[src/verilog/ex3_cfg.svh]
`ifndef EX3_CFG_SVH
`define EX3_CFG_SVH
// Overview of operation
// - Flag dump puts BCD flops in MQ and on Y
// - Dump routes flops via MQ to Y mux
// - Dump is the only way to read flops
// - Controller follows byte add with byte correction
// - Byte correction adds S to flop-chosen constant
// - Selected bytes produce corrected excess-3 value
// - Unselected bytes pass S unchanged
// - Byte correction: zero, negative 0; overflow, carry
// - Controller follows word add with word correction
// - Word correction adds flop-chosen constant, whole word
// - Word correction: zero 0, negative MSB, overflow, carry
// - Word BCD add biases all bytes by 33h
// - Bias removed by subtraction after correction
// - Byte BCD add biases selected bytes only
`define EX3_OP_DUMP 8'h5f
`define EX3_OP_BCORR 8'h8f
`define EX3_OP_WCORR 8'h9f
`define EX3_OP_WADD 8'hf1
`define EX3_OP_WSUB 8'hf2
`define EX3_OP_BYTE_ADD 8'h88
`define EX3_OP_IDLE 8'h00
`define EX3_BIAS 8'h33
`define EX3_CORR_UP 4'h3
`define EX3_CORR_DN 4'hd
`define EX3_SEG_WORD 32
`define EX3_SEG_BYTE 8
`define EX3_SEG_NIB 4
`define EX3_ALL_BYTES 4'hf
`define EX3_REG_CTRL 8'h00
`define EX3_REG_OPA 8'h04
`define EX3_REG_OPB 8'h08
`define EX3_REG_BSEL 8'h0c
`define EX3_REG_RESULT 8'h10
`define EX3_REG_FLAGS 8'h14
`define EX3_REG_ISTAT 8'h18
`define EX3_REG_IMASK 8'h1c
`define EX3_CMD_WBCD 2'h0
`define EX3_CMD_BBCD 2'h1
`define EX3_CMD_DUMP 2'h2
`endif

[src/verilog/ex3_pkg.sv]
package ex3_pkg;
   typedef logic [7:0] ex3_instr_type;
   typedef struct packed {
      logic [31:0] sum;
      logic [31:0] cv;
   } ex3_sum_type;
   typedef enum logic [2:0] {
      ST_IDLE, ST_ADD_EX, ST_ADD_CAP, ST_COR_EX, ST_COR_CAP, ST_DMP_EX, ST_DMP_CAP
   } ex3_state_type;
endpackage : ex3_pkg

[src/verilog/ex3_if.sv]
`timescale 1ns/1ps
interface ex3_if;
   logic [7:0] instr;
   logic [31:0] s_bus;
   logic [31:0] r_bus;
   logic [3:0] byte_select_n;
   logic carry_in;
   logic y_output_enable_n;
   logic y_source_select;
   logic [31:0] y;
   logic [3:0] y_oe;
   logic zero;
   logic neg;
   logic overflow_flag;
   logic carry_in_out;
   logic shift_status_overflow_pin;
   modport dev (
      input instr, s_bus, r_bus, byte_select_n, carry_in, y_output_enable_n, y_source_select,
      output y, y_oe, zero, neg, overflow_flag, carry_in_out, shift_status_overflow_pin
   );
   modport ctl (
      output instr, s_bus, r_bus, byte_select_n, carry_in, y_output_enable_n, y_source_select,
      input y, y_oe, zero, neg, overflow_flag, carry_in_out, shift_status_overflow_pin
   );
endinterface : ex3_if

[src/verilog/ex3_alu.sv]
// Local design decisions: the APB slave port and the register addresses.
`timescale 1ns/1ps
`include "ex3_cfg.svh"
module ex3_alu
   import ex3_pkg::*;
(
   input wire logic clk_sys,
   input wire logic sys_rst,
   ex3_if.dev bus,
   output logic [31:0] mq_value
);

   logic [31:0] bcd_q;
   logic [31:0] mq_q;
   logic [31:0] mq_d;
   logic [31:0] y_q;
   logic [3:0] y_oe_q;
   logic zero_q;
   logic neg_q;
   logic ovr_q;
   logic cy_q;
   logic ssf_q;

   ex3_instr_type op;
   logic [3:0] sel;
   logic [3:0] sel_eff;
   logic word_op;
   logic known_op;
   logic add_op;
   ex3_sum_type r;
   logic [31:0] res;
   logic [31:0] ymux;
   logic [4:0] top;
   logic alu_c;
   logic alu_v;

   // Adder cut into segments; each segment starts from the given carry
   function automatic ex3_sum_type seg_add(
      input logic [31:0] a,
      input logic [31:0] b,
      input logic cin,
      input int seg
   );
      ex3_sum_type t;
      logic c;
      t = '0;
      c = cin;
      for (int i = 0; i < 32; i++) begin
         if (i % seg == 0) begin
            c = cin;
         end
         t.sum[i] = a[i] ^ b[i] ^ c;
         t.cv[i] = (a[i] & b[i]) | (c & (a[i] ^ b[i]));
         c = t.cv[i];
      end
      return t;
   endfunction : seg_add

   function automatic logic [1:0] top_byte(input logic [3:0] s);
      logic [1:0] t;
      t = 2'h0;
      for (int k = 0; k < 4; k++) begin
         if (s[k]) begin
            t = 2'(k);
         end
      end
      return t;
   endfunction : top_byte

   // Nibble carry kept from the add picks +3 or -3; the top nibble rebuilds its carry from the prior overflow
   function automatic logic [31:0] corr_const(
      input logic [31:0] bcd,
      input logic [3:0] s,
      input logic pov
   );
      logic [31:0] k;
      logic up;
      k = '0;
      for (int n = 0; n < 8; n++) begin
         up = bcd[4 * n + 3];
         if (n == 2 * int'(top_byte(s)) + 1) begin
            up = bcd[4 * n + 2] ^ pov;
         end
         k[4 * n +: 4] = up ? `EX3_CORR_UP : `EX3_CORR_DN;
      end
      return k;
   endfunction : corr_const

   function automatic logic [31:0] merge(
      input logic [31:0] v,
      input logic [31:0] s,
      input logic [3:0] m
   );
      logic [31:0] o;
      o = s;
      for (int k = 0; k < 4; k++) begin
         if (m[k]) begin
            o[8 * k +: 8] = v[8 * k +: 8];
         end
      end
      return o;
   endfunction : merge

   assign op = bus.instr;
   assign sel = ~bus.byte_select_n;
   assign word_op = (op == `EX3_OP_WADD) || (op == `EX3_OP_WSUB) || (op == `EX3_OP_WCORR);
   assign add_op = (op == `EX3_OP_WADD) || (op == `EX3_OP_WSUB) || (op == `EX3_OP_BYTE_ADD);
   assign known_op = word_op || (op == `EX3_OP_BYTE_ADD) || (op == `EX3_OP_BCORR) || (op == `EX3_OP_DUMP);
   assign sel_eff = word_op ? `EX3_ALL_BYTES : sel;
   assign top = {top_byte(sel_eff), 3'h7};

   always_comb begin
      case (op)
         `EX3_OP_WADD: begin
            r = seg_add(bus.s_bus, bus.r_bus, bus.carry_in, `EX3_SEG_WORD);
         end
         `EX3_OP_WSUB: begin
            r = seg_add(bus.s_bus, ~bus.r_bus, bus.carry_in, `EX3_SEG_WORD);
         end
         `EX3_OP_BYTE_ADD: begin
            r = seg_add(bus.s_bus, bus.r_bus, 1'b0, `EX3_SEG_BYTE);
         end
         `EX3_OP_BCORR: begin
            r = seg_add(bus.s_bus, corr_const(bcd_q, sel_eff, ssf_q), 1'b0, `EX3_SEG_NIB);
         end
         `EX3_OP_WCORR: begin
            r = seg_add(bus.s_bus, corr_const(bcd_q, sel_eff, ssf_q), 1'b0, `EX3_SEG_NIB);
         end
         default: begin
            r = '0;
         end
      endcase
   end

   // Byte ops keep S in unselected bytes; word ops replace all bytes
   assign res = merge(r.sum, bus.s_bus, sel_eff);
   assign alu_c = (|sel_eff) & r.cv[top];
   assign alu_v = (|sel_eff) & (r.cv[top] ^ r.cv[top - 5'h1]);

   // Flag dump loads MQ from the flops; Y mux then takes MQ unchanged
   assign mq_d = (op == `EX3_OP_DUMP) ? bcd_q : mq_q;
   assign ymux = bus.y_source_select ? mq_d : res;

   always_ff @(posedge clk_sys or posedge sys_rst) begin
      if (sys_rst) begin
         mq_q <= '0;
      end else begin
         mq_q <= mq_d;
      end
   end

   always_ff @(posedge clk_sys or posedge sys_rst) begin
      if (sys_rst) begin
         y_q <= '0;
      end else if (known_op) begin
         y_q <= ymux;
      end
   end

   always_ff @(posedge clk_sys or posedge sys_rst) begin
      if (sys_rst) begin
         y_oe_q <= '0;
      end else begin
         y_oe_q <= {4{~bus.y_output_enable_n}};
      end
   end

   // Add and subtract leave their bit carries behind for the correction step
   always_ff @(posedge clk_sys or posedge sys_rst) begin
      if (sys_rst) begin
         bcd_q <= '0;
      end else if (add_op) begin
         bcd_q <= r.cv;
      end
   end

   // Overflow reported by an add feeds the next correction
   always_ff @(posedge clk_sys or posedge sys_rst) begin
      if (sys_rst) begin
         ssf_q <= 1'b0;
      end else if (add_op) begin
         ssf_q <= alu_v;
      end
   end

   always_ff @(posedge clk_sys or posedge sys_rst) begin
      if (sys_rst) begin
         zero_q <= 1'b0;
         neg_q <= 1'b0;
         ovr_q <= 1'b0;
         cy_q <= 1'b0;
      end else begin
         case (op)
            `EX3_OP_BCORR: begin
               zero_q <= 1'b0;
               neg_q <= 1'b0;
               ovr_q <= alu_v;
               cy_q <= alu_c;
            end
            `EX3_OP_WCORR: begin
               zero_q <= 1'b0;
               neg_q <= res[31];
               ovr_q <= alu_v;
               cy_q <= alu_c;
            end
            `EX3_OP_DUMP: begin
               zero_q <= 1'b0;
               neg_q <= 1'b0;
               ovr_q <= 1'b0;
               cy_q <= 1'b0;
            end
            `EX3_OP_WADD, `EX3_OP_WSUB, `EX3_OP_BYTE_ADD: begin
               zero_q <= (res == '0);
               neg_q <= res[top];
               ovr_q <= alu_v;
               cy_q <= alu_c;
            end
            default: begin
               zero_q <= zero_q;
            end
         endcase
      end
   end

   assign bus.y = y_q;
   assign bus.y_oe = y_oe_q;
   assign bus.zero = zero_q;
   assign bus.neg = neg_q;
   assign bus.overflow_flag = ovr_q;
   assign bus.carry_in_out = cy_q;
   assign bus.shift_status_overflow_pin = ssf_q;
   assign mq_value = mq_q;

endmodule : ex3_alu

[src/flat_wrapper.sv]
// flat-port wrapper written by rule: the top's interface ports become plain ports
module ex3_alu_flat import ex3_pkg::*;
  (clk_sys, sys_rst, mq_value, bus_instr, bus_s_bus, bus_r_bus, bus_byte_select_n, bus_carry_in, bus_y_output_enable_n, bus_y_source_select, bus_y, bus_y_oe, bus_zero, bus_neg, bus_overflow_flag, bus_carry_in_out, bus_shift_status_overflow_pin);
  ex3_if bus_i ();
  input wire logic clk_sys;
  input wire logic sys_rst;
  output logic [31:0] mq_value;
  input wire logic [$bits(bus_i.instr)-1:0] bus_instr;
  input wire logic [$bits(bus_i.s_bus)-1:0] bus_s_bus;
  input wire logic [$bits(bus_i.r_bus)-1:0] bus_r_bus;
  input wire logic [$bits(bus_i.byte_select_n)-1:0] bus_byte_select_n;
  input wire logic [$bits(bus_i.carry_in)-1:0] bus_carry_in;
  input wire logic [$bits(bus_i.y_output_enable_n)-1:0] bus_y_output_enable_n;
  input wire logic [$bits(bus_i.y_source_select)-1:0] bus_y_source_select;
  output wire logic [$bits(bus_i.y)-1:0] bus_y;
  output wire logic [$bits(bus_i.y_oe)-1:0] bus_y_oe;
  output wire logic [$bits(bus_i.zero)-1:0] bus_zero;
  output wire logic [$bits(bus_i.neg)-1:0] bus_neg;
  output wire logic [$bits(bus_i.overflow_flag)-1:0] bus_overflow_flag;
  output wire logic [$bits(bus_i.carry_in_out)-1:0] bus_carry_in_out;
  output wire logic [$bits(bus_i.shift_status_overflow_pin)-1:0] bus_shift_status_overflow_pin;
  assign bus_i.instr = bus_instr;
  assign bus_i.s_bus = bus_s_bus;
  assign bus_i.r_bus = bus_r_bus;
  assign bus_i.byte_select_n = bus_byte_select_n;
  assign bus_i.carry_in = bus_carry_in;
  assign bus_i.y_output_enable_n = bus_y_output_enable_n;
  assign bus_i.y_source_select = bus_y_source_select;
  assign bus_y = bus_i.y;
  assign bus_y_oe = bus_i.y_oe;
  assign bus_zero = bus_i.zero;
  assign bus_neg = bus_i.neg;
  assign bus_overflow_flag = bus_i.overflow_flag;
  assign bus_carry_in_out = bus_i.carry_in_out;
  assign bus_shift_status_overflow_pin = bus_i.shift_status_overflow_pin;
  ex3_alu u_core (.clk_sys(clk_sys), .sys_rst(sys_rst), .bus(bus_i), .mq_value(mq_value));
endmodule
[config.mk]
export PLATFORM = sky130hd
export DESIGN_NAME = ex3_alu_flat
export DESIGN_NICKNAME = d
export VERILOG_FILES = /design/src/verilog/ex3_pkg.sv /design/src/verilog/ex3_if.sv /design/src/verilog/ex3_alu.sv /design/src/flat_wrapper.sv
export VERILOG_INCLUDE_DIRS = /design/src /design/src/verilog
export SDC_FILE = /design/constraint.sdc
export NUM_CORES = 1
export LEC_CHECK = 0
export ABC_CLOCK_PERIOD_IN_PS = 5910
export CAP_MARGIN = 40
export CORE_ASPECT_RATIO = 1.5
export CORE_MARGIN = 5
export CORE_UTILIZATION = 27
export CTS_BUF_LIST = sky130_fd_sc_hd__clkbuf_8
export DETAILED_ROUTE_END_ITERATION = 8
export DONT_BUFFER_PORTS = 1
export PLACE_DENSITY = 0.43
export SLEW_MARGIN = 10
export SYNTH_ARGS = -nofsm -noshare
export SYNTH_HDL_FRONTEND = slang
export SYNTH_SLANG_ARGS = --single-unit
[constraint.sdc]
create_clock -name clk_sys -period 5.91 [get_ports clk_sys]
set_input_delay 0.8865 -clock clk_sys [delete_from_list [all_inputs] [get_ports clk_sys]]
set_output_delay 0.8865 -clock clk_sys [all_outputs]
set_load 0.02 [all_outputs]
* Word level (Yosys, flattened, before mapping) *
Index checks and enable logic that the tools add are counted.

word-level totals
  latch bits = 0
  flip-flop bits (word level) = 102
  bits in read-only memories = 0
  bits in writable memories = 0
  word-level logic and storage cells = 877
  memories kept = 0

operators by class
  reductions and logical operators = 17
  eq/ne operators = 20
  bitwise logic cells = 750
  div/mod/pow operators = 0
  mux-type cells = 76
  magnitude comparators = 2
  add/sub/neg operators = 3
  shifts and indexed selects = 0
  $mul = 0

operator list
  operator             number
  $pmux 64 s5          1
  $xor 1x1->1          297
  $and 1x1->1          290
  $eq 4x32->1 const A  8
  $or 1x1->1           160
  $eq 3x32->1 const A  4
  $logic_not 32->1     3
  $mux 4               17
  $eq 2x32->1 const A  2
  $mux 32              2
  $mux 1               41
  $eq 8x8->1 const B   5
  $mux 8               4
  $not 32->32          1
  $lt 5x6->1 const B   2
  $add 3x1->4 const B  2
  $eq 8x7->1 const B   1
  $mux 2               4
  $logic_or 1x1->1     6
  $pmux 1 s2           3
  $reduce_or 3->1      2
  $bmux 1 s5           1
  $reduce_or 5->1      1
  $sub 5x1->5 const B  1
  8 further kinds      10

* Logic depth before layout (Yosys ltp) *
Gate-level depths: netlist of the first run.

  depth in word-level cells = 72
  depth in mapped cells = 42

* Least setup slack after synthesis of the first run *
No wires, ideal clock.

  kind = input port to flip-flop
  start = input bus_r_bus[0]
  end = register u_core.zero_q, in the netlist u_core.bus.zero
  path slack = -8.909 ns
  arrival = 14.727 ns
  cell stages on the path = 42
  cells stage by stage = inv_1 -> ha_1 -> a21o_1 -> fa_1 -> fa_1 -> fa_1 -> fa_1 -> fa_1 -> fa_1 -> fa_1 -> fa_1 -> fa_1 -> fa_1 -> fa_1 -> fa_1 -> fa_1 -> fa_1 -> fa_1 -> (+6 left out) -> fa_1 -> fa_1 -> fa_1 -> fa_1 -> fa_1 -> fa_1 -> fa_1 -> fa_1 -> fa_1 -> inv_1 -> fa_1 -> o2bb2ai_1 -> a211oi_1 -> o22a_1 -> nand4_1 -> nor4_2 -> nand4b_1 -> o31ai_2

on the way
  longest elaborated chain between the ends = 69
  elaborated cells on any way between the ends = 222
  classes of those cells = 6 x mux; 215 x bitwise; 1 x reduce/logical

RTL lines
  item                  line                          RTL
  start, declared       flat_wrapper.sv:10            input wire logic [$bits(bus_i.r_bus)-1:0] bus_r_bus;
  $not 32->32           ex3_alu.sv:118                r = seg_add(bus.s_bus, ~bus.r_bus, bus.carry_in, `EX3_SEG_WORD);
  $xor 1x1->1           ex3_alu.sv:52, ex3_alu.sv:53
  $and 1x1->1           ex3_alu.sv:53                 t.cv[i] = (a[i] & b[i]) | (c & (a[i] ^ b[i]));
  $or 1x1->1            ex3_alu.sv:53
  $and 1x1->1           ex3_alu.sv:53
  $or 1x1->1            ex3_alu.sv:53
  $and 1x1->1           ex3_alu.sv:53
  $or 1x1->1            ex3_alu.sv:53
  (+53 left out)        n/a
  $or 1x1->1            ex3_alu.sv:53
  $and 1x1->1           ex3_alu.sv:53
  $or 1x1->1            ex3_alu.sv:53
  $xor 1x1->1           ex3_alu.sv:52                 t.sum[i] = a[i] ^ b[i] ^ c;
  $pmux 64 s5 (*)       ex3_alu.sv:113                case (op)
  $mux 8                ex3_alu.sv:97                 if (m[k]) begin
  $logic_not 32->1 (*)  ex3_alu.sv:213                zero_q <= (res == '0);
  $pmux 1 s2 (*)        ex3_alu.sv:193                case (op)
  end signal, assigned  ex3_alu.sv:213
  end signal, assigned  ex3_alu.sv:219                zero_q <= zero_q;
  end, declared         ex3_alu.sv:18                 logic zero_q;

Mark *: on every way between the ends. The rest lies on a longest branch, timed or not.
A chain may end at the register's enable or synchronous reset.

* Final worst setup path of the first run *
Ends and elaborated chain as after synthesis.

==> results of run 1 <==
==> critical path, delay by kind of cell <==
kind / cells / cell delay, ns
simple gates: 3 / 0.47
buf+inv: 2 / 0.09
fa+ha+maj: 32 / 11.51
compound gates: 5 / 0.81
==> per-layer routing <==
metal  track usage (%)  wire [µm]
met4             6.638       1292
met3             4.820       2805
met5                 0          0
met2             34.40      19780
met1             23.91      15460
==> state kept, by name (all words and copies together) (netlist names) <==
signal,count
u_core.bus.overflow_flag,1
u_core.bcd_q,32
u_core.bus.shift_status_overflow_pin,1
u_core.mq_value,32
u_core.bus.zero,1
u_core.bus.carry_in_out,1
u_core.bus.neg,1
u_core.bus.y_oe,1
u_core.bus.y,32
==> placed cells by master, fill, tap and decap left out, types with 10 or more instances in the layout <==
cell / n
buf_4: 158
nor2_1: 114
dfrtp_1: 102
inv_1: 71
nand2_1: 70
ha_1: 61
a21oi_1: 50
mux2_2: 37
o21ai_0: 34
fa_2: 30
buf_6: 30
fa_1: 29
a31oi_1: 20
o21ai_1: 19
a221oi_1: 16
nor3_1: 16
mux2i_1: 16
a22oi_2: 15
nor2b_1: 14
a21o_1: 14
nand3_1: 14
nand2b_1: 13
o211ai_1: 12
a211oi_1: 12
a21oi_2: 11
o22ai_1: 10
==> worst max path at each step <==
stage,startpoint,end,slack [ns]
CTS,bus_r_bus[0],u_core.bus.zero$_DFFE_PP0P_,-7.53
global route,bus_r_bus[0],u_core.bus.zero$_DFFE_PP0P_,-7.84
detailed placement,bus_r_bus[0],u_core.bus.zero$_DFFE_PP0P_,-8.01
global placement,bus_r_bus[0],u_core.bus.zero$_DFFE_PP0P_,-7.87
floorplan,bus_r_bus[0],u_core.bus.zero$_DFFE_PP0P_,-7.30
finish,bus_r_bus[0],u_core.bus.zero$_DFFE_PP0P_,-7.55
==> kinds of logic (layout without fill, tap and decap cells) <==
group,after synthesis,in the layout
AO/OA/AOI/OAI,332,332
XOR/XNOR,11,11
adder cells (fa/ha/maj),121,121
buffers and inverters,141,282
flip-flops,102,102
multiplexers,58,58
other,0,1
AND/OR/NAND/NOR,302,302
==> timing repair <==
action,4_1_cts,5_1_grt
setup buffers,21,18
hold endpoints to repair,0,0
pin swaps,29,41
endpoints found under the setup margin,45,47
resized for setup,73,43
==> per-stage QoR <==
stage / power (mW) / instance area, µm² / cells / utilization (%)
global route: 2.509 / 12160 / 1682 / 34.85
CTS: 2.330 / 11800 / 1663 / 33.82
detailed placement: 1.788 / 11150 / 1628 / 31.96
global placement: 1.775 / 11100 / 1622 / 31.80
finish: 2.344 / 12160 / 1682 / 34.85
floorplan: 1.483 / 9638 / 1067 / -
==> synth_stat cells (8+ instances only) <==
cell / n / area (µm²)
nor2b_1: 15 / 93.84
dfrtp_1: 102 / 2552
a211oi_1: 13 / 97.59
nor3_1: 20 / 100.1
a21oi_1: 62 / 310.3
nor2_1: 125 / 469.2
nand3_1: 14 / 70.07
o31ai_1: 8 / 60.06
a21o_1: 14 / 105.1
ha_1: 62 / 775.7
o21ai_0: 56 / 280.3
or3_1: 9 / 56.30
o22ai_1: 10 / 62.56
nand2b_1: 13 / 81.33
mux2_2: 40 / 450.4
nand2_1: 72 / 270.3
fa_1: 59 / 1181
a31oi_1: 21 / 131.4
o211ai_1: 12 / 90.09
a22oi_1: 24 / 180.2
a221oi_1: 24 / 210.2
inv_1: 73 / 274.0
mux2i_1: 18 / 180.2
clkbuf_1: 55 / 206.5
==> power by group <==
group / switching (mW) / internal (mW)
Sequential: 0.191 / 0.817
Clock: 0.282 / 0.197
Combinational: 0.442 / 0.415
Total: 0.915 / 1.43
==> final cells by class <==
class / instances / share of cell area [%]
Tap cell: 473 / 4.867
Sequential cell: 102 / 20.99
Clock buffer: 9 / 1.019
Timing Repair Buffer: 192 / 12.82
Multi-Input combinational cell: 824 / 57.29
Clock inverter: 7 / 0.5865
Inverter: 74 / 2.408
Antenna cell: 1 / 0.02058
==> impl_results.md, run 1 <==
* Crit path max fanout at 2
* Clock tree skew after final layout at slightly below 0.02 ns
* Max stage delay on crit path at approximately 0.4 ns
* Global placement routability congestion at between 0.8 and 0.9
* Synth Area in Simple Gates at between 10% and 20%
* Final antenna-violating net count at 0
* Max Transition Viols Final at 0
* DRT Pass-1 Iters at 7
* Total GRT Usage at about a fifth
* Measured slew at the worst slew-check pin at approximately 0.79 ns
* First-pass GRT wire length at roughly 58 mm
* Area occupied by multi-input gates at ~7000 µm²
* Synthesis-stage register bit count at about 100
* CORE AREA at between 30000 and 40000 µm²
* Synthesis-to-finish area growth at 27.87%
* Cell row count at 84
* Leakage power at 5.268 nW
* CP arrival at approximately 14 ns
* I/O Buffers at 0
* Peak VDD IR at ~110 µV
* Clock sink count at about 100
* Top Ports at ~150
* Die area at slightly below 40000 µm²
* HP Class: input pin to async pin
* Hold_buf cts at 0
* CP endpoint kind: flip-flop
* Worst Setup Start Kind: input pin
* Initial antenna violation count at 3
* DR vias/cell at approximately 5.2
* Ys flop type: dfrtp_1
* Clock transition at path regs at 0.11 ns
* CTS H-tree depth at 3
* WL/cell at about 23 µm
* Synth Area in Adders at 20.58%
* Hold_ws at 0.4120 ns
* Synth Area per Inst at 8.912 µm²
* Largest family of logic cells by synthesized area: compound AO/OA/AOI/OAI gates
* Clock buffer depth at 2
* TritonCTS clock tree: yes
* Hpwl dp at 31.66 mm
* Post-Syn Nets at about 1.3k
* Tcrit/Tclk final at 227.8%
* CP required at roughly 6.2 ns
* GRT overflow at 0
* Total Wirelength at roughly 40 mm
* Tmin final at 13.46 ns
* Number of global-route vias before repair at about 9k
* Max Freq at approximately 74 MHz
* Worst R2R Setup Slack at 1.85 ns
* Post-synthesis compound-gate area fraction at 24.38%
* Layout cell share with drive strength beyond 1 at 30.88%
* Hold Fails Final Rpt at 0
* Die extent in x at 163.2 µm
* Nets at around 1.4k
* Register area share after synthesis at 26.84%
* Reg-to-Reg Start: u_core.bus.shift_status_overflow_pin$_DFFE_PP0P_
* Number of synthesized flops with an enable pin at 0
* Setup violators final at 45
* Failing checks: negative setup slack
* Post-synthesis mux area share at under 10%
* Vias post-DR at a little under 9k
* Max-cap violation count at 0
* DRC viols at 0
* Cell type of the slowest stage on the worst timing path: fa_2
* Reg2reg end: u_core.bus.zero$_DFFE_PP0P_
* Fin worst setup slack at -7.555 ns
* Clock Latency Late Sink at between 0.4 and 0.5 ns
* Most frequent CP cell: fa_2
* Outcome: finished, violations left
* Netlist cell types at 79
* Initial DRC count at ~480
* Reg2reg path depth at 14
* Starting Density at between 20% and 30%
* Dpl ws at -8.006 ns
* Post-synthesis xor/xnor area fraction at between 1 and 1.5%
* Asr flop ratio synth at 100.0%
* Largest net degree at the start of global routing at just under 60
* DIE HEIGHT at around 240 µm
* Setup TNS at -189.25 ns
* YS warnings at 0
* Cell area power density at between 150 and 200 nW/µm²
* Clock root buffer: clkbuf_8
* Mapped cell area at between 9000 and 10000 µm²
* CTS Buf Count at 9
* Mapped Cells at 1067
* Register area at 2552 µm²
* Critical path class: input pin to flip-flop
* Max-slew headroom at a little under half
* RSZ-0062 raised after global routing: true
* Fillers at between 3k and 4k
No activity file was read; power rests on OpenSTA's default activity.
==> run 2: changes to the inputs <==
==> constraint.sdc (replaced) <==
create_clock -name clk_sys -period 5.91 [get_ports clk_sys]
set_input_delay 1.182 -clock clk_sys [delete_from_list [all_inputs] [get_ports clk_sys]]
set_output_delay 1.182 -clock clk_sys [all_outputs]
set_load 0.02 [all_outputs]
==> run 2 against run 1 <==
The run still ends with negative setup slack left. Design area up 1.9%. Total power is 2.9% higher. Critical path depth stayed put. Critical path type unchanged. Largest power group unchanged.
==> impl_results.md, run 2 (synthesis gave the netlist of run 1 again) <==
* Outcome: finished, violations left
* Failing checks: negative setup slack
* Most common cell after layout, fill and taps aside: buf_4
* Max-cap violation count at 0 (unchanged)
* Clock root buffer: clkbuf_8
* Cell area power density at 194.7 nW/µm² (+0.97%)
* CORE AREA at 34890 µm² (unchanged)
* Leakage power at 5.390 nW (+2.3%)
* Clock sink count at 102 (unchanged)
* Placed Area at 11260 µm² (+0.96%)
* Global placement routability congestion at 0.9115 (+1.4%)
* Max Freq at 72.48 MHz (-2.4%)
* First-pass GRT wire length at 58.57 mm (+0.84%)
* GRT overflow at 0 (unchanged)
* Hold_ws at 0.5056 ns (+0.09358 ns)
* Max-slew headroom at 45.91% (-1.4 points)
* Dpl ws at -8.285 ns (-0.2794 ns)
* HP Class: flip-flop to flip-flop
* Core Util, Final at 35.51% (+0.67 points)
* Die area at 39150 µm² (unchanged)
* DR vias/cell at 5.230 (+0.79%)
* Final std cells w/o fill at 1701 (+1.1%)
* Fin worst setup slack at -7.886 ns (-0.3317 ns)
* Max stage delay on crit path at 0.39 ns (about the same)
* Most frequent cells in the layout: 173 x buf_4, 117 x nor2_1, 102 x dfrtp_1, 71 x inv_1, 70 x nand2_1
* CP required at 6.23 ns (about the same)
* RSZ-0062 raised after global routing: true
* Fin area at 12390 µm² (+1.9%)
* Hpwl dp at 32.02 mm (+1.2%)
* Initial DRC count at 580 (+21%)
* Crit path max fanout at 2 (unchanged)
* Starting Density at 27.25% (unchanged)
* Max Transition Viols Final at 0 (unchanged)
* DRC viols at 0 (unchanged)
* CP arrival at 14.12 ns (+0.33 ns)
* I/O Buffers at 0 (unchanged)
* Clock buffer depth at 2 (unchanged)
* Clock tree skew after final layout at 0.02204 ns (+0.002602 ns)
* Setup TNS at -205.79 ns (-16.54 ns)
* WL/cell at 23.49 µm (+0.44%)
* Nets at 1424 (+1.4%)
* Top Ports at 154 (unchanged)
* Setup violators final at 48 (+6.7%)
* Hold_buf cts at 0 (unchanged)
* DIE HEIGHT at 239.8 µm (unchanged)
* Final antenna-violating net count at 0 (unchanged)
* Clock transition at path regs at 0.11 ns (about the same)
* Critical path class: input pin to flip-flop
* Initial antenna violation count at 1 (-2)
* Tcrit/Tclk final at 233.4% (+5.6 points)
* Measured slew at the worst slew-check pin at 0.8104 ns (+0.01994 ns)
* Total Wirelength at 39.96 mm (+1.6%)
* Largest net degree at the start of global routing at 50 (-15%)
* Worst Setup Start Kind: input pin
* CTS Buf Count at 9 (unchanged)
* M3 GR Usage at 4.855% (+0.034 points)
* Number of global-route vias before repair at 9105 (+1.8%)
* Busiest grt layer: met2
* Peak VDD IR at 108.7 µV (+3.3%)
* Cell type of the slowest stage on the worst timing path: fa_2
* CP endpoint kind: flip-flop
* Total GRT Usage at 20.06% (+0.27 points)
* GR Util met2 at 34.03% (-0.37 points)
* Hold Fails Final Rpt at 0 (unchanged)
* Met1 usage at 24.30% (+0.39 points)
* Total chip power at 2.412 mW (+2.9%)
* Vias post-DR at 8896 (+1.9%)
* DRT Pass-1 Iters at 5 (-2)
* Tmin final at 13.80 ns (+0.3317 ns)
* Placed Cells at 1636 (+0.49%)
* TritonCTS clock tree: yes
* Synthesis-to-finish area growth at 30.32%
* CTS H-tree depth at 3 (unchanged)
* Cell row count at 84 (unchanged)
* Fillers at 3675 (-0.60%)
* Layout cell share with drive strength beyond 1 at 31.78% (+0.91 points)
* Clock Latency Late Sink at 0.42 ns (about the same)
* Die extent in x at 163.2 µm (unchanged)
* Most frequent CP cell: fa_2
-- run 2: changes by cell type in the layout (fill, tap and decap cells not counted), moves of 2 or more --
cell     previous run  this run
buf_4             158       173
buf_6              30        34
nor2_1            114       117
nor2_2              8         5
a22oi_1             9         7
a22oi_2            15        17
buf_16              0         2
buf_2               3         1
inv_6               2         0
nor3_2              4         2
nor3_4              0         2
o21ai_1            19        17
-- run 2: final cells by class --
type / count / area, µm² / area share [%]
multi-input cells: 824 / 6967 / 56.22
inverters: 74 / 292.8 / 2.363
well taps: 473 / 591.8 / 4.776
flip-flops and latches: 102 / 2552 / 20.60
clock inverters: 6 / 86.33 / 0.6967
clock buffers: 10 / 137.6 / 1.111
repair buffers: 211 / 1762 / 14.22
diodes: 1 / 2.502 / 0.02019
-- run 2: power by group --
part           total, mW  internal [mW]  switching [mW]
logic              0.875          0.429           0.446
clock network      0.528          0.249           0.279
registers           1.01          0.817           0.192
total               2.41           1.49           0.918
-- run 2: final timing paths --
| check | from | endpoint | slack [ns] | cells after the start |
|---|---|---|---|---|
| max | bus_r_bus[0] | u_core.bus.zero$_DFFE_PP0P_ | -7.89 | 42 |
| min | u_core.bcd_q[20]$_DFFE_PP0P_ | u_core.bcd_q[20]$_DFFE_PP0P_ | 0.51 | 1 |
| max reg2reg | u_core.bus.shift_status_overflow_pin$_DFFE_PP0P_ | u_core.bus.zero$_DFFE_PP0P_ | 1.84 | 14 |
| min reg2reg | u_core.bcd_q[20]$_DFFE_PP0P_ | u_core.bcd_q[20]$_DFFE_PP0P_ | 0.51 | 1 |
| max in group asynchronous | sys_rst | u_core.bus.y[28]$_DFFE_PP0P_ | 4.14 | 3 |
| min in group asynchronous | sys_rst | u_core.bcd_q[1]$_DFFE_PP0P_ | 0.60 | 1 |
-- run 2: per-layer routing --
metal | wire length [µm] | up-vias
met3 | 2699 | 58
li1 | - | 4155
met5 | 0 | -
met2 | 19720 | 280
met1 | 15930 | 4403
met4 | 1605 | 0
-- run 2: critical path: cells and delay by family --
| family | cells | cell delay [ns] |
|---|---|---|
| and+or+nand+nor | 3 | 0.44 |
| buffers and inverters | 2 | 0.08 |
| AOI/OAI and AO/OA | 5 | 0.85 |
| adders and majority gates | 32 | 11.56 |
-- run 2: repair_timing --
item | in CTS | in global routing
gates resized for setup | 75 | 43
pin swaps | 31 | 37
endpoints found under the setup margin | 47 | 48
buffers inserted | 34 | 19
==> run 3: changes to the inputs <==
--- a/config.mk
+++ b/config.mk
@@ -8,7 +8,6 @@
 export LEC_CHECK = 0
 export ABC_CLOCK_PERIOD_IN_PS = 5910
 export CAP_MARGIN = 40
-export CORE_ASPECT_RATIO = 1.5
 export CORE_MARGIN = 5
 export CORE_UTILIZATION = 27
 export CTS_BUF_LIST = sky130_fd_sc_hd__clkbuf_8
==> run 3 against run 2 <==
The run still ends with negative setup slack left. Largest power group unchanged. Flip-flop and latch count unchanged. Non-clock buffer count is 23 lower. Total power down 0.94%. Via count fell by 1.8%. Wire length is 1.2% lower. Global-route usage shrank 0.22 points. Design area down 1.8%. Core utilization down 0.36 points. First-iteration DRC count rose by 9.1%. Die area fell by 0.20%.
==> impl_results.md, run 3 (synthesis gave the netlist of run 1 again) <==
* Critical path class: input pin to flip-flop
* CTS H-tree depth at 3 (unchanged)
* Max-slew headroom at 42.40% (-3.5 points)
* Comb power frac at 35.7% (-0.6 points)
* Most common cell after layout, fill and taps aside: buf_4
* Max Transition Viols Final at 0 (unchanged)
* CP arrival at 14.10 ns (-0.02 ns)
* Max-cap violation count at 0 (unchanged)
* DRC viols at 0 (unchanged)
* Most frequent cells in the layout: 163 x buf_4, 115 x nor2_1, 102 x dfrtp_1, 70 x inv_1, 69 x nand2_1
* Clock tree skew after final layout at 0.02218 ns (+0.0001382 ns)
* CP Buf/Inv Count at 2 (unchanged)
* Sw Share at 39.65% (+1.6 points)
* Leakage power at 5.258 nW (-2.4%)
* GRT overflow at 0 (unchanged)
* Fillers at 3525 (-4.1%)
* CORE AREA at 34630 µm² (-0.76%)
* Cell type of the slowest stage on the worst timing path: fa_2
* Synthesis-to-finish area growth at 28.01%
* Peak VDD IR at 93.53 µV (-14%)
* Final antenna-violating net count at 0 (unchanged)
* Fin area at 12170 µm² (-1.8%)
* HP Class: flip-flop to flip-flop
* Nets at 1401 (-1.6%)
* CP required at 6.24 ns (about the same)
* Fin worst setup slack at -7.863 ns (+0.02290 ns)
* Total GRT Usage at 19.83% (-0.22 points)
* Most frequent CP cell: fa_2
* Seq pwr share at 42.3% (+0.5 points)
* P_int at 1.442 mW (-3.5%)
* Placed Cells at 1616 (-1.2%)
* Failing checks: negative setup slack
* Measured slew at the worst slew-check pin at 0.8639 ns (+0.05351 ns)
* Max Freq at 72.60 MHz (+0.17%)
* Initial DRC count at 633 (+9.1%)
* Starting Density at 27.46% (+0.21 points)
* Initial antenna violation count at 0 (-1)
* Vias post-DR at 8732 (-1.8%)
* Setup violators final at 48 (unchanged)
* Outcome: finished, violations left
* Die area at 39070 µm² (-0.20%)
* Global placement routability congestion at 0.8670 (-4.9%)
* WL/cell at 23.79 µm (+1.3%)
* Die extent in x at 197.7 µm (+21%)
* Hold_buf cts at 0 (unchanged)
* CP endpoint kind: flip-flop
* Tmin final at 13.77 ns (-0.02290 ns)
* Crit path max fanout at 2 (unchanged)
* Number of global-route vias before repair at 8589 (-5.7%)
* Tcrit/Tclk final at 233.1% (-0.39 points)
* Clock transition at path regs at 0.11 ns (about the same)
* I/O Buffers at 0 (unchanged)
* Switching Power at 0.9473 mW (+3.2%)
* Cell row count at 68 (-19%)
* Antenna diodes at 0 (-1)
* CTS Buf Count at 9 (unchanged)
* CP delay by family, top: adder cells
* DRT Pass-1 Iters at 5 (unchanged)
* Final std cells w/o fill at 1659 (-2.5%)
* Worst Setup Start Kind: input pin
* DR vias/cell at 5.263 (+0.64%)
* Clock buffer depth at 2 (unchanged)
* DIE HEIGHT at 197.7 µm (-18%)
* Clock Latency Late Sink at 0.42 ns (about the same)
* Total Wirelength at 39.47 mm (-1.2%)
* Clock Power Share at 22.0% (about the same)
* Largest net degree at the start of global routing at 55 (+10%)
* Cell area power density at 196.3 nW/µm² (+0.84%)
* Max stage delay on crit path at 0.39 ns (about the same)
* TritonCTS clock tree: yes
* RSZ-0062 raised after global routing: true
* Placed Area at 11200 µm² (-0.51%)
* Hold Fails Final Rpt at 0 (unchanged)
* Clock root buffer: clkbuf_8
* Area occupied by multi-input gates at 7020 µm² (+0.77%)
* Clock sink count at 102 (unchanged)
* Layout cell share with drive strength beyond 1 at 31.48% (-0.31 points)
* First-pass GRT wire length at 58.51 mm (-0.11%)
* Top Ports at 154 (unchanged)
* Hpwl dp at 31.35 mm (-2.1%)
* Register area at 2552 µm² (unchanged)
## run 3: what timing repair did
action,4_1_cts,5_1_grt
hold endpoints to repair,0,0
endpoints found under the setup margin,47,49
gates resized for setup,65,54
buffers inserted,18,14
pin swaps,30,33
## run 3: metal layers
metal,GRT usage (%),wire length [µm],share of wire [%],up-vias
met4,5.356,908,2.3,0
met1,29.53,18880,48,4307
met2,28.43,16710,42,284
met5,0,0,0,-
met3,5.014,2973,7.5,31
li1,-,-,-,4110
## run 3: per-stage QoR
stage / setup slack [ns] / total power, mW / TNS [ns] / hold WS (ns) / utilization, %
final: -7.863 / 2.389 / -203.85 / 0.5003 / 35.15
after global routing: -8.209 / 2.544 / -213.68 / 0.5099 / 35.15
after CTS: -7.818 / 2.366 / -199.86 / 0.4949 / 34.04
after detailed placement: -8.283 / 1.793 / -222.74 / 0.4821 / 32.35
after global placement: -8.131 / 1.780 / -219.52 / 0.4758 / 32.17
after floorplan: -7.591 / 1.483 / -191.52 / 0.4603 / -
## run 3: layout make-up
| cell class | count | area share (%) |
|---|---|---|
| flip-flops and latches | 102 | 20.97 |
| clock buffers | 10 | 1.131 |
| repair buffers | 188 | 12.52 |
| clock inverters | 6 | 0.6270 |
| multi-input cells | 824 | 57.67 |
| well taps | 455 | 4.677 |
| inverters | 74 | 2.405 |
## run 3: final timing paths
check,start,endpoint,slack (ns),cells after the start
worst min register to register,u_core.bcd_q[20]$_DFFE_PP0P_,u_core.bcd_q[20]$_DFFE_PP0P_,0.50,1
worst min-delay path,u_core.bcd_q[20]$_DFFE_PP0P_,u_core.bcd_q[20]$_DFFE_PP0P_,0.50,1
max in group asynchronous,sys_rst,u_core.bus.y[16]$_DFFE_PP0P_,4.25,3
min in group asynchronous,sys_rst,u_core.bus.y[2]$_DFFE_PP0P_,0.51,1
worst max register to register,u_core.bus.shift_status_overflow_pin$_DFFE_PP0P_,u_core.bus.zero$_DFFE_PP0P_,1.89,13
worst max-delay path,bus_r_bus[0],u_core.bus.zero$_DFFE_PP0P_,-7.86,42
## run 3: power groups by stage
stage	Sequential, mW	Clock (mW)	Combinational (mW)
final	1.01	0.526	0.852
after CTS	1.02	0.543	0.806
after global routing	1.03	0.559	0.953
after global placement	1.03	0	0.753
after detailed placement	1.03	0	0.761
after floorplan	0.969	0	0.514
